**src/include/cbe_pkg.sv**
```systemverilog
// Package with the register map, field positions and carrier types of the break-event enables.
package cbe_pkg;
   // Printed offsets are register indices; the byte address is four times the index.
   localparam logic [9:0]  IDX_ENABLE_A   = 10'h0E6;
   localparam logic [9:0]  IDX_ENABLE_B   = 10'h0E7;
   localparam logic [9:0]  IDX_WDT_BASE   = 10'h0E8;
   localparam logic [11:0] ADDR_ENABLE_A  = {IDX_ENABLE_A, 2'h0};
   localparam logic [11:0] ADDR_ENABLE_B  = {IDX_ENABLE_B, 2'h0};
   localparam logic [11:0] ADDR_WDT_BASE  = {IDX_WDT_BASE, 2'h0};
   localparam int          ADDR_W         = 12;

   localparam logic [7:0]  RST_ENABLE_A   = 8'h00;
   localparam logic [7:0]  RST_ENABLE_B   = 8'h00;
   localparam logic [23:0] RST_WDT_BASE   = 24'h000000;
   localparam logic [7:0]  WDT_LOW_ZERO   = 8'h00;

   // First enable byte.
   localparam int A_IDE   = 7;
   localparam int A_USBD  = 6;
   localparam int A_PCI   = 5;
   localparam int A_CARD  = 4;
   localparam int A_AUX   = 3;
   localparam int A_EHCI  = 2;
   localparam int A_UHCI  = 1;
   localparam int A_AUDIO = 0;
   // Second enable byte.
   localparam int B_APIC      = 7;
   localparam int B_FIFO      = 6;
   localparam int B_PLAY_INH  = 5;
   localparam int B_REC_INH   = 4;
   localparam int B_RING_PTR  = 3;
   localparam int B_RING_RUN  = 2;
   localparam int B_REC_RUN   = 1;
   localparam int B_PLAY_RUN  = 0;

   typedef struct packed {
      logic ide;
      logic usb_device;
      logic pci;
      logic card_reader;
      logic auxiliary_bus_master;
      logic ehci;
      logic uhci;
      logic audio_dma;
   } cbe_src_s;

   typedef struct packed {
      logic apic_cycle;
      logic record_fifo_not_empty;
      logic play_run;
      logic record_run;
      logic ring_ptr_mismatch;
      logic ring_run;
   } cbe_audio_s;
endpackage

```
**src/hdl/cbe_enables.sv**
```systemverilog
// Break-event enable registers, watchdog memory base and the break-event combining logic.
//
// Contract
// - Enable-A bit 7 makes parallel disk bus master activity a break event.
// - Enable-A bit 6 makes USB device-mode bus mastering a break event.
// - Enable-A bit 5 makes external PCI bus master activity a break event.
// - Enable-A bit 4 makes card reader activity a break event.
// - Enable-A bit 3 makes auxiliary bus master activity a break event.
// - Enable-A bits 2 and 1 make EHCI and UHCI activity break events.
// - Enable-A bit 0 enables audio/DMA breaks and gates every audio reflect option.
// - Enable-B bit 7 lets interrupt-controller cycles drive all-bus-master activity.
// - Enable-B bit 6 reflects non-empty record FIFO into audio DMA activity.
// - Enable-B bit 5 lets a running playback block the deepest sleep state.
// - Enable-B bit 4 lets a running record block the deepest sleep state.
// - Enable-B bit 3 reflects ring pointer mismatch into audio DMA activity.
// - Enable-B bit 2 reflects the ring run bit into audio DMA activity.
// - Enable-B bit 1 reflects the record run bit into audio DMA activity.
// - Enable-B bit 0 reflects the playback run bit into audio DMA activity.
// - Reflected audio run bits also show in the bus-master status bit.
// - Watchdog base keeps bits 31:8 writable; bits 7:0 read zero.
// - Both enable bytes reset to zero.
// - Watchdog memory base resets to zero.
module cbe_enables (
   input  wire logic                             pclk,
   input  wire logic                             presetn,
   input  wire logic                             ce,
   input  wire logic                             psel,
   input  wire logic                             penable,
   input  wire logic                             pwrite,
   input  wire logic [cbe_pkg::ADDR_W-1:0]       paddr,
   input  wire logic [31:0]                      pwdata,
   input  wire logic [3:0]                       pstrb,
   output logic      [31:0]                      prdata,
   output logic                                  pready,
   output logic                                  pslverr,
   input  wire cbe_pkg::cbe_src_s                src_active,
   input  wire cbe_pkg::cbe_audio_s              audio_state,
   output logic                                  cx_break_event,
   output logic                                  all_bm_active,
   output logic                                  audio_dma_active,
   output logic                                  bm_status_audio,
   output logic                                  deepest_sleep_inhibit,
   output logic      [31:0]                      wdt_mem_base
);

   ////////////////////////////////////////////////////////////////////////////
   // Registers and bus decode.

   logic [7:0]  enable_a_r;
   logic [7:0]  enable_b_r;
   wire [23:0]  wdt_base_r;
   logic [31:0] prdata_r;
   logic        hit_r;

   wire sel_a      = (paddr == cbe_pkg::ADDR_ENABLE_A);
   wire sel_b      = (paddr == cbe_pkg::ADDR_ENABLE_B);
   wire sel_w      = (paddr == cbe_pkg::ADDR_WDT_BASE);
   wire addr_hit   = sel_a | sel_b | sel_w;
   wire setup_ph   = ce & psel & ~penable;
   wire access_ph  = ce & psel & penable;
   wire wr_commit  = access_ph & pwrite & hit_r;
   wire wr_a       = wr_commit & sel_a & pstrb[0];
   wire wr_b       = wr_commit & sel_b & pstrb[0];

   // Reads are captured in the setup cycle, so the answer never waits a cycle.
   wire [31:0] rd_mux = sel_a ? {24'h000000, enable_a_r} :
                        sel_b ? {24'h000000, enable_b_r} :
                        sel_w ? {wdt_base_r, cbe_pkg::WDT_LOW_ZERO} : 32'h00000000;

   assign pready  = access_ph;
   assign pslverr = access_ph & ~hit_r;
   assign prdata  = prdata_r;

   always_ff @(posedge pclk or negedge presetn) begin
      if (!presetn) begin
         prdata_r <= 32'h00000000;
         hit_r    <= 1'b0;
      end else if (setup_ph) begin
         prdata_r <= pwrite ? 32'h00000000 : rd_mux;
         hit_r    <= addr_hit;
      end
   end

   always_ff @(posedge pclk or negedge presetn) begin
      if (!presetn) begin
         enable_a_r <= cbe_pkg::RST_ENABLE_A;
         enable_b_r <= cbe_pkg::RST_ENABLE_B;
      end else begin
         if (wr_a) begin
            enable_a_r <= pwdata[7:0];
         end
         if (wr_b) begin
            enable_b_r <= pwdata[7:0];
         end
      end
   end

   // Byte lanes one to three cover the writable base bits; lane zero is hardwired.
   genvar g;
   generate
      for (g = 0; g < 3; g++) begin : g_wdt_lane
         cbe_byte_lane #(
            .RST_VAL (cbe_pkg::RST_WDT_BASE[g*8 +: 8])
         ) u_lane (
            .pclk    (pclk),
            .presetn (presetn),
            .wr_en   (wr_commit & sel_w & pstrb[g+1]),
            .wr_data (pwdata[(g+1)*8 +: 8]),
            .lane_r  (wdt_base_r[g*8 +: 8])
         );
      end
   endgenerate

   assign wdt_mem_base = {wdt_base_r, cbe_pkg::WDT_LOW_ZERO};

   ////////////////////////////////////////////////////////////////////////////
   // Break-event combining.

   wire aud_gate = enable_a_r[cbe_pkg::A_AUDIO];

   wire refl_fifo = enable_b_r[cbe_pkg::B_FIFO] & audio_state.record_fifo_not_empty;
   wire refl_ptr  = enable_b_r[cbe_pkg::B_RING_PTR] & audio_state.ring_ptr_mismatch;
   wire refl_ring = enable_b_r[cbe_pkg::B_RING_RUN] & audio_state.ring_run;
   wire refl_rec  = enable_b_r[cbe_pkg::B_REC_RUN] & audio_state.record_run;
   wire refl_play = enable_b_r[cbe_pkg::B_PLAY_RUN] & audio_state.play_run;

   // Run-bit and ring pointer mismatch reflections are what the status bit reports; the FIFO level is not.
   wire run_refl  = aud_gate & (refl_ptr | refl_ring | refl_rec | refl_play);
   wire dma_nxt   = aud_gate & (src_active.audio_dma | refl_fifo | run_refl);

   wire [7:0] src_vec = {src_active.ide, src_active.usb_device, src_active.pci,
                         src_active.card_reader, src_active.auxiliary_bus_master,
                         src_active.ehci, src_active.uhci, dma_nxt};
   wire [7:0] hit_vec = enable_a_r & src_vec;
   wire break_nxt     = |hit_vec;
   wire apic_nxt      = enable_b_r[cbe_pkg::B_APIC] & audio_state.apic_cycle;
   wire all_bm_nxt    = break_nxt | apic_nxt;
   wire inhibit_nxt   = (enable_b_r[cbe_pkg::B_PLAY_INH] & audio_state.play_run) |
                        (enable_b_r[cbe_pkg::B_REC_INH] & audio_state.record_run);

   // Outputs are registered so the sequencer sees glitch-free levels, at one cycle of latency.
   always_ff @(posedge pclk or negedge presetn) begin
      if (!presetn) begin
         cx_break_event        <= 1'b0;
         all_bm_active         <= 1'b0;
         audio_dma_active      <= 1'b0;
         bm_status_audio       <= 1'b0;
         deepest_sleep_inhibit <= 1'b0;
      end else if (ce) begin
         cx_break_event        <= break_nxt;
         all_bm_active         <= all_bm_nxt;
         audio_dma_active      <= dma_nxt;
         bm_status_audio       <= run_refl;
         deepest_sleep_inhibit <= inhibit_nxt;
      end
   end
endmodule

////////////////////////////////////////////////////////////////////////////////
// One writable register byte; sharing it keeps every lane's reset and write alike.

module cbe_byte_lane #(
   parameter logic [7:0] RST_VAL = 8'h00
) (
   input  wire logic       pclk,
   input  wire logic       presetn,
   input  wire logic       wr_en,
   input  wire logic [7:0] wr_data,
   output logic      [7:0] lane_r
);

   always_ff @(posedge pclk or negedge presetn) begin
      if (!presetn) begin
         lane_r <= RST_VAL;
      end else if (wr_en) begin
         lane_r <= wr_data;
      end
   end

endmodule

```
**config.mk**
```make
export PLATFORM = sky130hd
export DESIGN_NAME = cbe_enables
export DESIGN_NICKNAME = d
export VERILOG_FILES = /design/src/include/cbe_pkg.sv /design/src/hdl/cbe_enables.sv
export SDC_FILE = /design/constraint.sdc
export NUM_CORES = 1
export LEC_CHECK = 0
export CAP_MARGIN = 20
export CORE_MARGIN = 2
export CORE_UTILIZATION = 70
export CTS_BUF_LIST = sky130_fd_sc_hd__clkbuf_4 sky130_fd_sc_hd__clkbuf_8
export CTS_CLUSTER_SIZE = 14
export DETAILED_ROUTE_END_ITERATION = 8
export DONT_BUFFER_PORTS = 1
export GPL_ROUTABILITY_DRIVEN = 0
export PLACE_DENSITY_LB_ADDON = 0.2
export SYNTH_ARGS = -nofsm -noshare
export SYNTH_HDL_FRONTEND = slang
export SYNTH_SLANG_ARGS = --single-unit
export TNS_END_PERCENT = 10
```
**constraint.sdc**
```tcl
create_clock -name pclk -period 3.8 [get_ports pclk]
set_input_delay 1.14 -clock pclk [delete_from_list [all_inputs] [get_ports pclk]]
set_output_delay 1.14 -clock pclk [all_outputs]
set_load 0.01 [all_outputs]
```
; ---- Yosys cells after proc, flatten, opt, wreduce, memory -nomap -nowiden
; Index checks and enable logic that the tools add are counted.
[totals]
register_bits = 78
in_bits = 68
out_inout_bits = 71
elab_cells = 56
[op_classes]
n_eq_ne = 3
n_mux = 4
n_bitwise = 36
n_reduce_logical = 1
[op_table]
columns = operator, n
row1 = 2-to-1 mux 32 bit, 4
row2 = "equality test 12 x 10 -> 1 bit, second input constant", 3
row3 = AND 1 bit, 24
row4 = OR 1 bit, 9
row5 = AND 8 bit, 1
row6 = OR reduction 8 bit, 1
row7 = NOT 1 bit, 2

; ---- Logic depth before layout (Yosys ltp)
; Gate-level depths: netlist (run 1).
[logic_depth]
ltp_word = 10
depth_mapped = 5
depth_no_buf = 4

; ---- By module
; From an unflattened synthesis (run 1), not the netlist that was laid out.
[hier_totals]
hier_cells = 234
area_unflattened_um2 = 3364.5
[modules_own_cells]
columns = mod, n_inst, cells_per_inst, area_each_um2, seq_area_each_um2
row1 = cbe_enables, 1, 183, 2369.8, 1351.3
row2 = cbe_byte_lane, 3, 17, 331.6, 200.2

; ---- Worst setup path before layout (run 1)
; OpenSTA, ideal clock, no wires.
[synth_timing]
path_type = input -> output
startpoint = in penable
endpoint = out pslverr
arrival_ns = 1.426
required_time_ns = 2.660
path_slack_ns = 1.234
stages = 2
n_path_buf = 0
path_cell_list = nand3_1 -> nor2_1
[synth_via]
elab_chain_len = 2
[synth_rtl]
columns = item, line_no
row1 = "start, declared", cbe_enables.sv:28  ; input wire logic penable,
row2 = AND 1 bit, cbe_enables.sv:60  ; wire access_ph = ce & psel & penable;
row3 = AND 1 bit, cbe_enables.sv:71  ; assign pslverr = access_ph & ~hit_r;
row4 = "end, declared", cbe_enables.sv:35  ; output logic pslverr,
; Every way passes these cells.

; ---- Worst setup path in the final report (run 1)
; Same ends and word-level chain as after synthesis.

==> results.cfg, run 1 <==
[routing]
ant_nets = 0
wl_met1_um = 2650
met3WireLength_um = 552
routedWlPerCell_um = 24.3
dr.pass1.iters = 4
drc = 0
vias = 2026
drt-initial-drc-count = 140
wl_met2_um = 3760
finalWirelength_um = 7160
vias_per_cell = 6.87
top_layer = met4

[die]
die_h_um = 72.6
initial_core_util_pct = 74.0
ios = 139
rows = 24
die_w_um = 72.6
die-area_um2 = 5260
placeableCoreArea_um2 = 4440

[synth]
synth_flop_cell = dfrtp_1
ys_types = 34
ys_async_sr_fraction_pct = 100
syn_avg_cell_area_um2 = 14.1
synth_edf_count = 0
synth_mux_area_share_pct = 16.1
synth-compound-area-share_pct = 11.1
ys_ff_latch = 78
synth_xor_area_share_pct = 0
yosys.area_share.adder_pct = 0
synth_top_family_by_area = multiplexers
ys_warn_count = 0
yosysSeqAreaShare_pct = 59.3
postSynthCellCount = 233
synthSimpleGateAreaFrac_pct = 9.89
netlist_area_um2 = 3290

[cells_and_area]
register_area_um2 = 1950
final_layout_size_suffix_gt1_share_pct = 35.8
final_cell_mix = dfrtp_1, mux2_2, a22o_2, nand2_1
layout.cells.non_filler = 295
fin_nets = 306
multiInputGateArea_um2 = 1250
n_antenna_cell = 0
fill_cells = 286
final_common_cell = dfrtp_1
syn2layout_area_growth_pct = 7.15
fin_area_um2 = 3520

[critical_path]
max_stage_delay_ps = 240
startpoint_type = primary input
cp.buffers_inverters = 0
reg2reg_from = hit_r
cp.required_ps = 2660
worstPathCellList = nand3_1 > nor2_1
cp_num_cells = 2
ff2ff_path_depth = 4
crit_path_top_delay_cell = nor2_1
worstSetupEndpointType = output pin
path_delay_family = simple AND/OR/NAND/NOR gates
r2r_slack_ps = 2190
reg2reg_to = g_wdt_lane[2].u_lane.lane_r[6]
path_class = in2out
critPathMaxFanout = 4
crit_arrival_ps = 1540

[status]
status = complete, no violations

[clock_tree]
insertion_delay_ps = 340
cts_sinks = 78
cts_buffer_depth = 2
clk_pin_slew_ps = 80
cts_root_buffer = clkbuf_8
cts_buffers = 9
cts_setup_buffers = 0
cts_tree = built
cts_htree_levels = 3
ctsHoldBuffers = 0
cts_resized = 0

[power]
power_density_nw_per_um2 = 440
p_total_w = 0.00155
leakagePower_nw = 1.78
vdd_drop_max_uv = 284

[sta]
finalCritPeriodShare_pct = 70.4
max_freq_ghz = 0.374
drv_slew = 0
slew_headroom_pct = 45.7
period_needed_ps = 2680
fin_setup_tns_ps = 0
setup_violations = 0
rsz0062_at_grt = false
tightest_slew_ps = 812
hold_viol_final = 0
skew_ps = 6.44

[global_routing]
grt_pass1_wl_um = 10700
grt-ovfl-total = 0
antenna_found_initial = 0
grt_pass1_vias = 2132
grt_usage_pct = 28.0
grt_max_degree = 79

[placed_design]
dpl.hpwl_um = 5220
placed_cells = 279
postPlaceCellArea_um2 = 3290
io_buffer_count = 0

[flow_run]
cap_viol_max_count = 0

[hold_path]
hp-class = in2async
[worst max path at each step]
stage,startpoint,endpoint,slack (ps)
floorplan,penable,pslverr,1230
global placement,penable,pslverr,1170
detailed placement,penable,prdata[25],1110
CTS,penable,pslverr,1130
global route,penable,pslverr,1110
finish,penable,pslverr,1120
[where the power goes]
part | leakage [nW] | switching [W] | internal (W)
logic | 0.573 | 0.0000155 | 0.00000949
registers | 1.09 | 0.00000354 | 0.000832
clock network | 0.117 | 0.000299 | 0.000392
[layout make-up]
| type | instances | share of cell area (%) |
|---|---|---|
| Sequential cell | 78 | 55.4 |
| Timing Repair Buffer | 2 | 0.426 |
| Multi-Input combinational cell | 145 | 35.5 |
| Clock buffer | 10 | 3.90 |
| Tap cell | 52 | 1.85 |
| Inverter | 2 | 0.213 |
| Clock inverter | 6 | 2.70 |
[layer usage]
layer,vias up,GRT usage (%)
li1,857,-
met5,-,0
met2,126,48.4
met1,1023,32.0
met3,20,8.06
met4,0,13.0
[cells in the mapped netlist (all sizes together) (2+ instances only)]
master	number	area (um^2)
nor4	2	42.5
nand4b	2	32.5
nand2	14	52.6
a22o	24	233
o21ai	9	45.0
buf	12	92.6
mux2i	8	80.1
nor2	10	37.5
a22oi	5	37.5
a21oi	2	10.0
nand3	6	45.0
clkbuf	3	11.3
or2	3	18.8
nor2b	2	12.5
dfrtp	78	1950
mux2	40	450
inv	2	7.51
[metrics by stage]
step	setup WS, ps	hold WS [ps]	util, %
final	1120	485	79.3
after global routing	1110	463	79.3
after CTS	1130	472	79.3
after detailed placement	1110	526	74.1
after global placement	1170	515	74.1
after floorplan	1230	473	-
[kinds of logic (layout without fill, tap and decap cells)]
kind of cell	count (synthesis)	count (layout)
compound gates	45	45
buf+inv	17	20
flops	78	78
mux	48	48
other cells	1	8
simple gates	44	44
[state kept, by name (all words and copies together) (netlist names)]
| signal | flops |
|---|---|
| hit_r | 1 |
| enable_a_r | 8 |
| audio_dma_active | 1 |
| deepest_sleep_inhibit | 1 |
| all_bm_active | 1 |
| cx_break_event | 1 |
| enable_b_r | 8 |
| g_wdt_lane.u_lane.lane_r | 24 |
| prdata | 32 |
| bm_status_audio | 1 |
Note: power is estimated with default switching activity, not from simulation.
==> inputs of run 2 (changes only) <==
Settings changed: CORE_UTILIZATION 70 to 65.
Clock period 3.8 ns to 2.7 ns, I/O delays scaled along.
==> run 2 against run 1 <==
Against the previous run:
- die area increased by 7.3%
- clock power increased by 44%
- critical path type unchanged
- flip-flop and latch count unchanged
- largest cell class unchanged
- core utilization decreased by 5.5 points
- critical path depth unchanged
- global-route usage decreased by 2.7 points
- via count decreased by 3.2%
- clock skew increased by 0.60 ps
==> results.cfg, run 2 (synthesized netlist as in run 1, its figures left out) <==
[cells_and_area]
final_common_cell = dfrtp_1
fin_nets = 307
final_cell_mix = dfrtp_1, mux2_2, a22o_2, nand2_1, clkbuf_8
largest_reg_flops = 32
fin_area_um2 = 3560
n_antenna_cell = 0
final_layout_size_suffix_gt1_share_pct = 36.1
syn2layout_area_growth_pct = 8.10

[clock_tree]
cts_sinks = 78
cts_resized = 0
cts_setup_buffers = 0
clk_pin_slew_ps = 80
cts_buffer_depth = 2
cts_buffers = 9
insertion_delay_ps = 340
cts_htree_levels = 3
cts_tree = built
ctsHoldBuffers = 0
cts_root_buffer = clkbuf_8

[critical_path]
worstPathCellList = nand3_1 > nor2_1
path_delay_family = simple AND/OR/NAND/NOR gates
max_stage_delay_ps = 300
worstSetupEndpointType = output pin
startpoint_type = primary input
path_class = in2out
ff2ff_path_depth = 4
crit_path_top_delay_cell = nor2_1
cp_num_cells = 2
reg2reg_from = hit_r
r2r_slack_ps = 1180
critPathMaxFanout = 4
cp.buffers_inverters = 0
crit_arrival_ps = 1270
reg2reg_to = g_wdt_lane[2].u_lane.lane_r[6]
cp.required_ps = 1890

[die]
placeableCoreArea_um2 = 4820
die-area_um2 = 5650
initial_core_util_pct = 68.3
rows = 25
ios = 139
die_w_um = 75.1
die_h_um = 75.1

[power]
pwr-share-comb_pct = 1.6
leakagePower_nw = 1.79
switching_share_pct = 18.8
power_density_nw_per_um2 = 621
seq_power_share_pct = 53.3
vdd_drop_max_uv = 453
p_total_w = 0.00221
power_frac_clock_pct = 45.1
p_int_w = 0.00179
p_switching_w = 0.000416

[routing]
wl_met2_um = 3580
drt-initial-drc-count = 78
drc = 0
routedWlPerCell_um = 22.4
wl_met1_um = 2610
top_layer = met4
vias_per_cell = 6.31
met3WireLength_um = 668
vias = 1962
dr.pass1.iters = 4
finalWirelength_um = 6970
ant_nets = 0

[sta]
hold_viol_final = 0
period_needed_ps = 2080
rsz0062_at_grt = false
fin_setup_tns_ps = 0
max_freq_ghz = 0.481
skew_ps = 7.03
finalCritPeriodShare_pct = 77.0
drv_slew = 0
setup_violations = 0

[placed_design]
io_buffer_count = 0
postPlaceCellArea_um2 = 3320
dpl.hpwl_um = 5060

[hold_path]
hp-class = in2async

[global_routing]
grt_max_degree = 79
grt-ovfl-total = 0
grt_pass1_vias = 2077
grt_pass1_wl_um = 10300
grt_usage_pct = 25.2
antenna_found_initial = 0

[flow_run]
cap_viol_max_count = 0

[status]
status = complete, no violations
-- run 2: changes by cell type in the layout (fill, tap and decap cells not counted) --
cell and change:
clkinv_4 -4, clkbuf_8 +2, buf_4 +1, clkbuf_4 +1, clkinv_2 +1
-- run 2: power groups by stage --
stage / clock network [W] / registers, W / logic, W
after floorplan: 0 / 0.00120 / 0.0000425
after global placement: 0 / 0.00120 / 0.0000339
after detailed placement: 0 / 0.00120 / 0.0000347
after CTS: 0.00101 / 0.00118 / 0.0000348
after global routing: 0.00106 / 0.00118 / 0.0000386
final: 0.000995 / 0.00118 / 0.0000351
-- run 2: how the worst max path moves through the flow --
| stage | start | to | slack, ps |
|---|---|---|---|
| floorplan | paddr[11] | prdata[12] | 600 |
| global placement | paddr[0] | enable_b_r[7] | 520 |
| finish | penable | pslverr | 620 |
| detailed placement | paddr[6] | prdata[24] | 490 |
| global route | penable | pslverr | 600 |
| CTS | penable | pslverr | 620 |
-- run 2: per-layer routing --
| metal | GRT usage (%) | up-vias |
|---|---|---|
| li1 | - | 853 |
| met1 | 28.8 | 998 |
| met2 | 42.1 | 100 |
| met3 | 11.0 | 11 |
| met4 | 9.75 | 0 |
| met5 | 0 | - |
-- run 2: layout make-up --
class | instances | area, um^2
clock buffer | 13 | 173
clock inverter | 3 | 65.1
fill | 316 | 1260
inverter | 2 | 7.51
multi-input combinational | 145 | 1250
sequential | 78 | 1950
tap | 67 | 83.8
timing repair buffer | 3 | 22.5
-- run 2: metrics by stage --
stage          setup slack (ps)  instances  hold WS (ps)  util, %
2_1_floorplan               598        240           473        -
3_3_place_gp                516        295           499     68.9
3_5_place_dp                491        295           501     68.9
4_1_cts                     625        311           142     73.8
5_1_grt                     604        311           131     73.8
6_report                    622        311           157     73.8
==> inputs of run 3 (changes only) <==
Settings changed: ABC_AREA set to 1, CORE_UTILIZATION 65 to 66.
Clock period 2.7 ns to 2.07 ns, I/O delays scaled along.
==> run 3 against run 2 <==
Against the previous run:
- the run now ends with hold timing left
- design area increased by 20%
- sequential power grew 31%
- flip-flop and latch count unchanged
- worst setup slack worse by 180 ps
- register-to-register slack got worse by 510 ps
- synthesized cell count increased by 120%
- sequential share of layout area down 9.2 points
- first-iteration DRC count is 140% higher
- clock-buffer cell count is 1 higher
- critical path depth grew 4
- total power is 30% higher
- core utilization decreased by 1.6 points
- critical path type is now in2reg
- highest routed layer unchanged
==> results.cfg, run 3 <==
[status]
status = finished with violations
violations = hold timing

[critical_path]
worstSetupEndpointType = flop
path_class = in2reg
critPathMaxFanout = 23
reg2reg_from = hit_r
reg2reg_to = g_wdt_lane[1].u_lane.lane_r[0]
cp.required_ps = 2350
ff2ff_path_depth = 5
startpoint_type = primary input
crit_arrival_ps = 1910
r2r_slack_ps = 670

[cells_and_area]
final_cell_mix = nand2_1, dfrtp_1, inv_1, o21ai_2, nand3b_1
syn2layout_area_growth_pct = 5.24
fill_cells = 468
register_area_um2 = 1950
fin_nets = 571
largest_reg_flops = 32
final_common_cell = nand2_1
layout.cells.non_filler = 583
n_antenna_cell = 0
final_layout_size_suffix_gt1_share_pct = 14.4
final_util_pct = 72.2
multiInputGateArea_um2 = 1670

[synth]
syn_avg_cell_area_um2 = 8.06
ys_top_cells_by_area = dfrtp_1, nand2_1, inv_1, o21ai_2, nand3b_1
yosys.area_share.adder_pct = 0
synth_edf_count = 0
synthSimpleGateAreaFrac_pct = 34.2
synth_mux_area_share_pct = 0
netlist_area_um2 = 4060
ys_types = 29
yosysSeqAreaShare_pct = 48.1
synth_flop_cell = dfrtp_1
ys_warn_count = 0
yosys-top-cells-count = nand2_1, dfrtp_1, inv_1, nand3b_1, o21ai_2
synth_xor_area_share_pct = 0
synth-compound-area-share_pct = 6.10
yosysTopAreaCell = dfrtp_1
ys_async_sr_fraction_pct = 100
yosysMostFrequentCell = nand2_1
ys_ff_latch = 78
synth_top_family_by_area = simple AND/OR/NAND/NOR gates
postSynthCellCount = 504
synth_top_area_share_pct = 48.1

[sta]
drv_slew = 0
finalCritPeriodShare_pct = 78.6
period_needed_ps = 1630
skew_ps = 8.51
rsz0062_at_grt = false
hold_slack_ps = -35.7
fin_setup_tns_ps = 0
setup_violations = 0
tightest_slew_ps = 1010
hold_viol_final = 78
slew_headroom_pct = 32.7
setup_slack_ps = 443
max_freq_ghz = 0.615

[hold_path]
hp-class = in2async

[power]
power_density_nw_per_um2 = 672
leakagePower_nw = 2.38
p_total_w = 0.00287
vdd_drop_max_uv = 414

[flow_run]
cap_viol_max_count = 0

[global_routing]
grt_pass1_vias = 2821
grt_pass1_wl_um = 13600
grt-ovfl-total = 0
grt_usage_pct = 26.7
grt_max_degree = 79
antenna_found_initial = 0

[die]
rows = 28
initial_core_util_pct = 68.6
placeableCoreArea_um2 = 5920
die-area_um2 = 6800
ios = 139
die_h_um = 82.4
die_w_um = 82.4

[placed_design]
placed_cells = 567
dpl.hpwl_um = 6310
post-place-ws_ps = 93.6
io_buffer_count = 0

[clock_tree]
cts_setup_buffers = 0
cts_htree_levels = 3
cts_resized = 0
cts_sinks = 78
cts_buffer_depth = 2
clk_pin_slew_ps = 80
cts_tree = built
insertion_delay_ps = 350
cts_root_buffer = clkbuf_8
cts_buffers = 9

[routing]
finalWirelength_um = 8790
vias = 3061
ant_nets = 0
vias_per_cell = 5.25
routedWlPerCell_um = 15.1
drc = 0
drt-initial-drc-count = 190
dr.pass1.iters = 5
==> run 3: how the worst max path moves through the flow <==
| stage | start | to | cells after the start |
|---|---|---|---|
| detailed placement | paddr[2] | prdata[14] | 6 |
| floorplan | paddr[4] | g_wdt_lane[2].u_lane.lane_r[6] | 7 |
| CTS | paddr[2] | prdata[19] | 6 |
| global route | paddr[2] | prdata[12] | 6 |
| finish | paddr[2] | prdata[13] | 6 |
| global placement | paddr[2] | prdata[8] | 6 |
==> run 3: critical path, stage by stage <==
cell      delay, ps
inv_1            30
nand2_1         110
nor2_1           90
o21ai_2         780
nand3b_1        170
nand2_1         100
==> run 3: logic make-up (layout without fill, tap and decap cells) <==
logic type      count (synthesis)  after routing
simple gates                  291            291
flops                          78             78
buf+inv                       103            100
other cells                     1              8
compound gates                 31             31
==> run 3: area by class of cell <==
type | instances | share of cell area (%)
clock inverters | 2 | 0.907
multi-input cells | 330 | 39.1
flip-flops and latches | 78 | 45.7
well taps | 75 | 2.20
repair buffers | 6 | 1.05
clock buffers | 14 | 4.22
inverters | 78 | 6.88
==> run 3: per-stage QoR <==
stage	hold WS [ps]	cell area, um^2
detailed placement	327	4060
global route	-55.5	4270
finish	-35.7	4270
global placement	327	4060
CTS	-57.0	4270
floorplan	325	4090
==> run 3: where the power goes <==
group / internal [W] / switching (W) / leakage [nW]
clock network: 0.000686 / 0.000537 / 0.114
logic: 0.0000297 / 0.0000764 / 1.27
registers: 0.00153 / 0.0000115 / 0.988
total: 0.00225 / 0.000625 / 2.38
==> run 3: layer usage <==
layer | part of all wire [%] | GRT usage (%) | vias to the layer above
met5 | 0 | 0 | -
met4 | 1.3 | 9.50 | 0
met3 | 11 | 8.48 | 12
met2 | 44 | 38.8 | 157
met1 | 44 | 37.8 | 1382
li1 | - | - | 1510
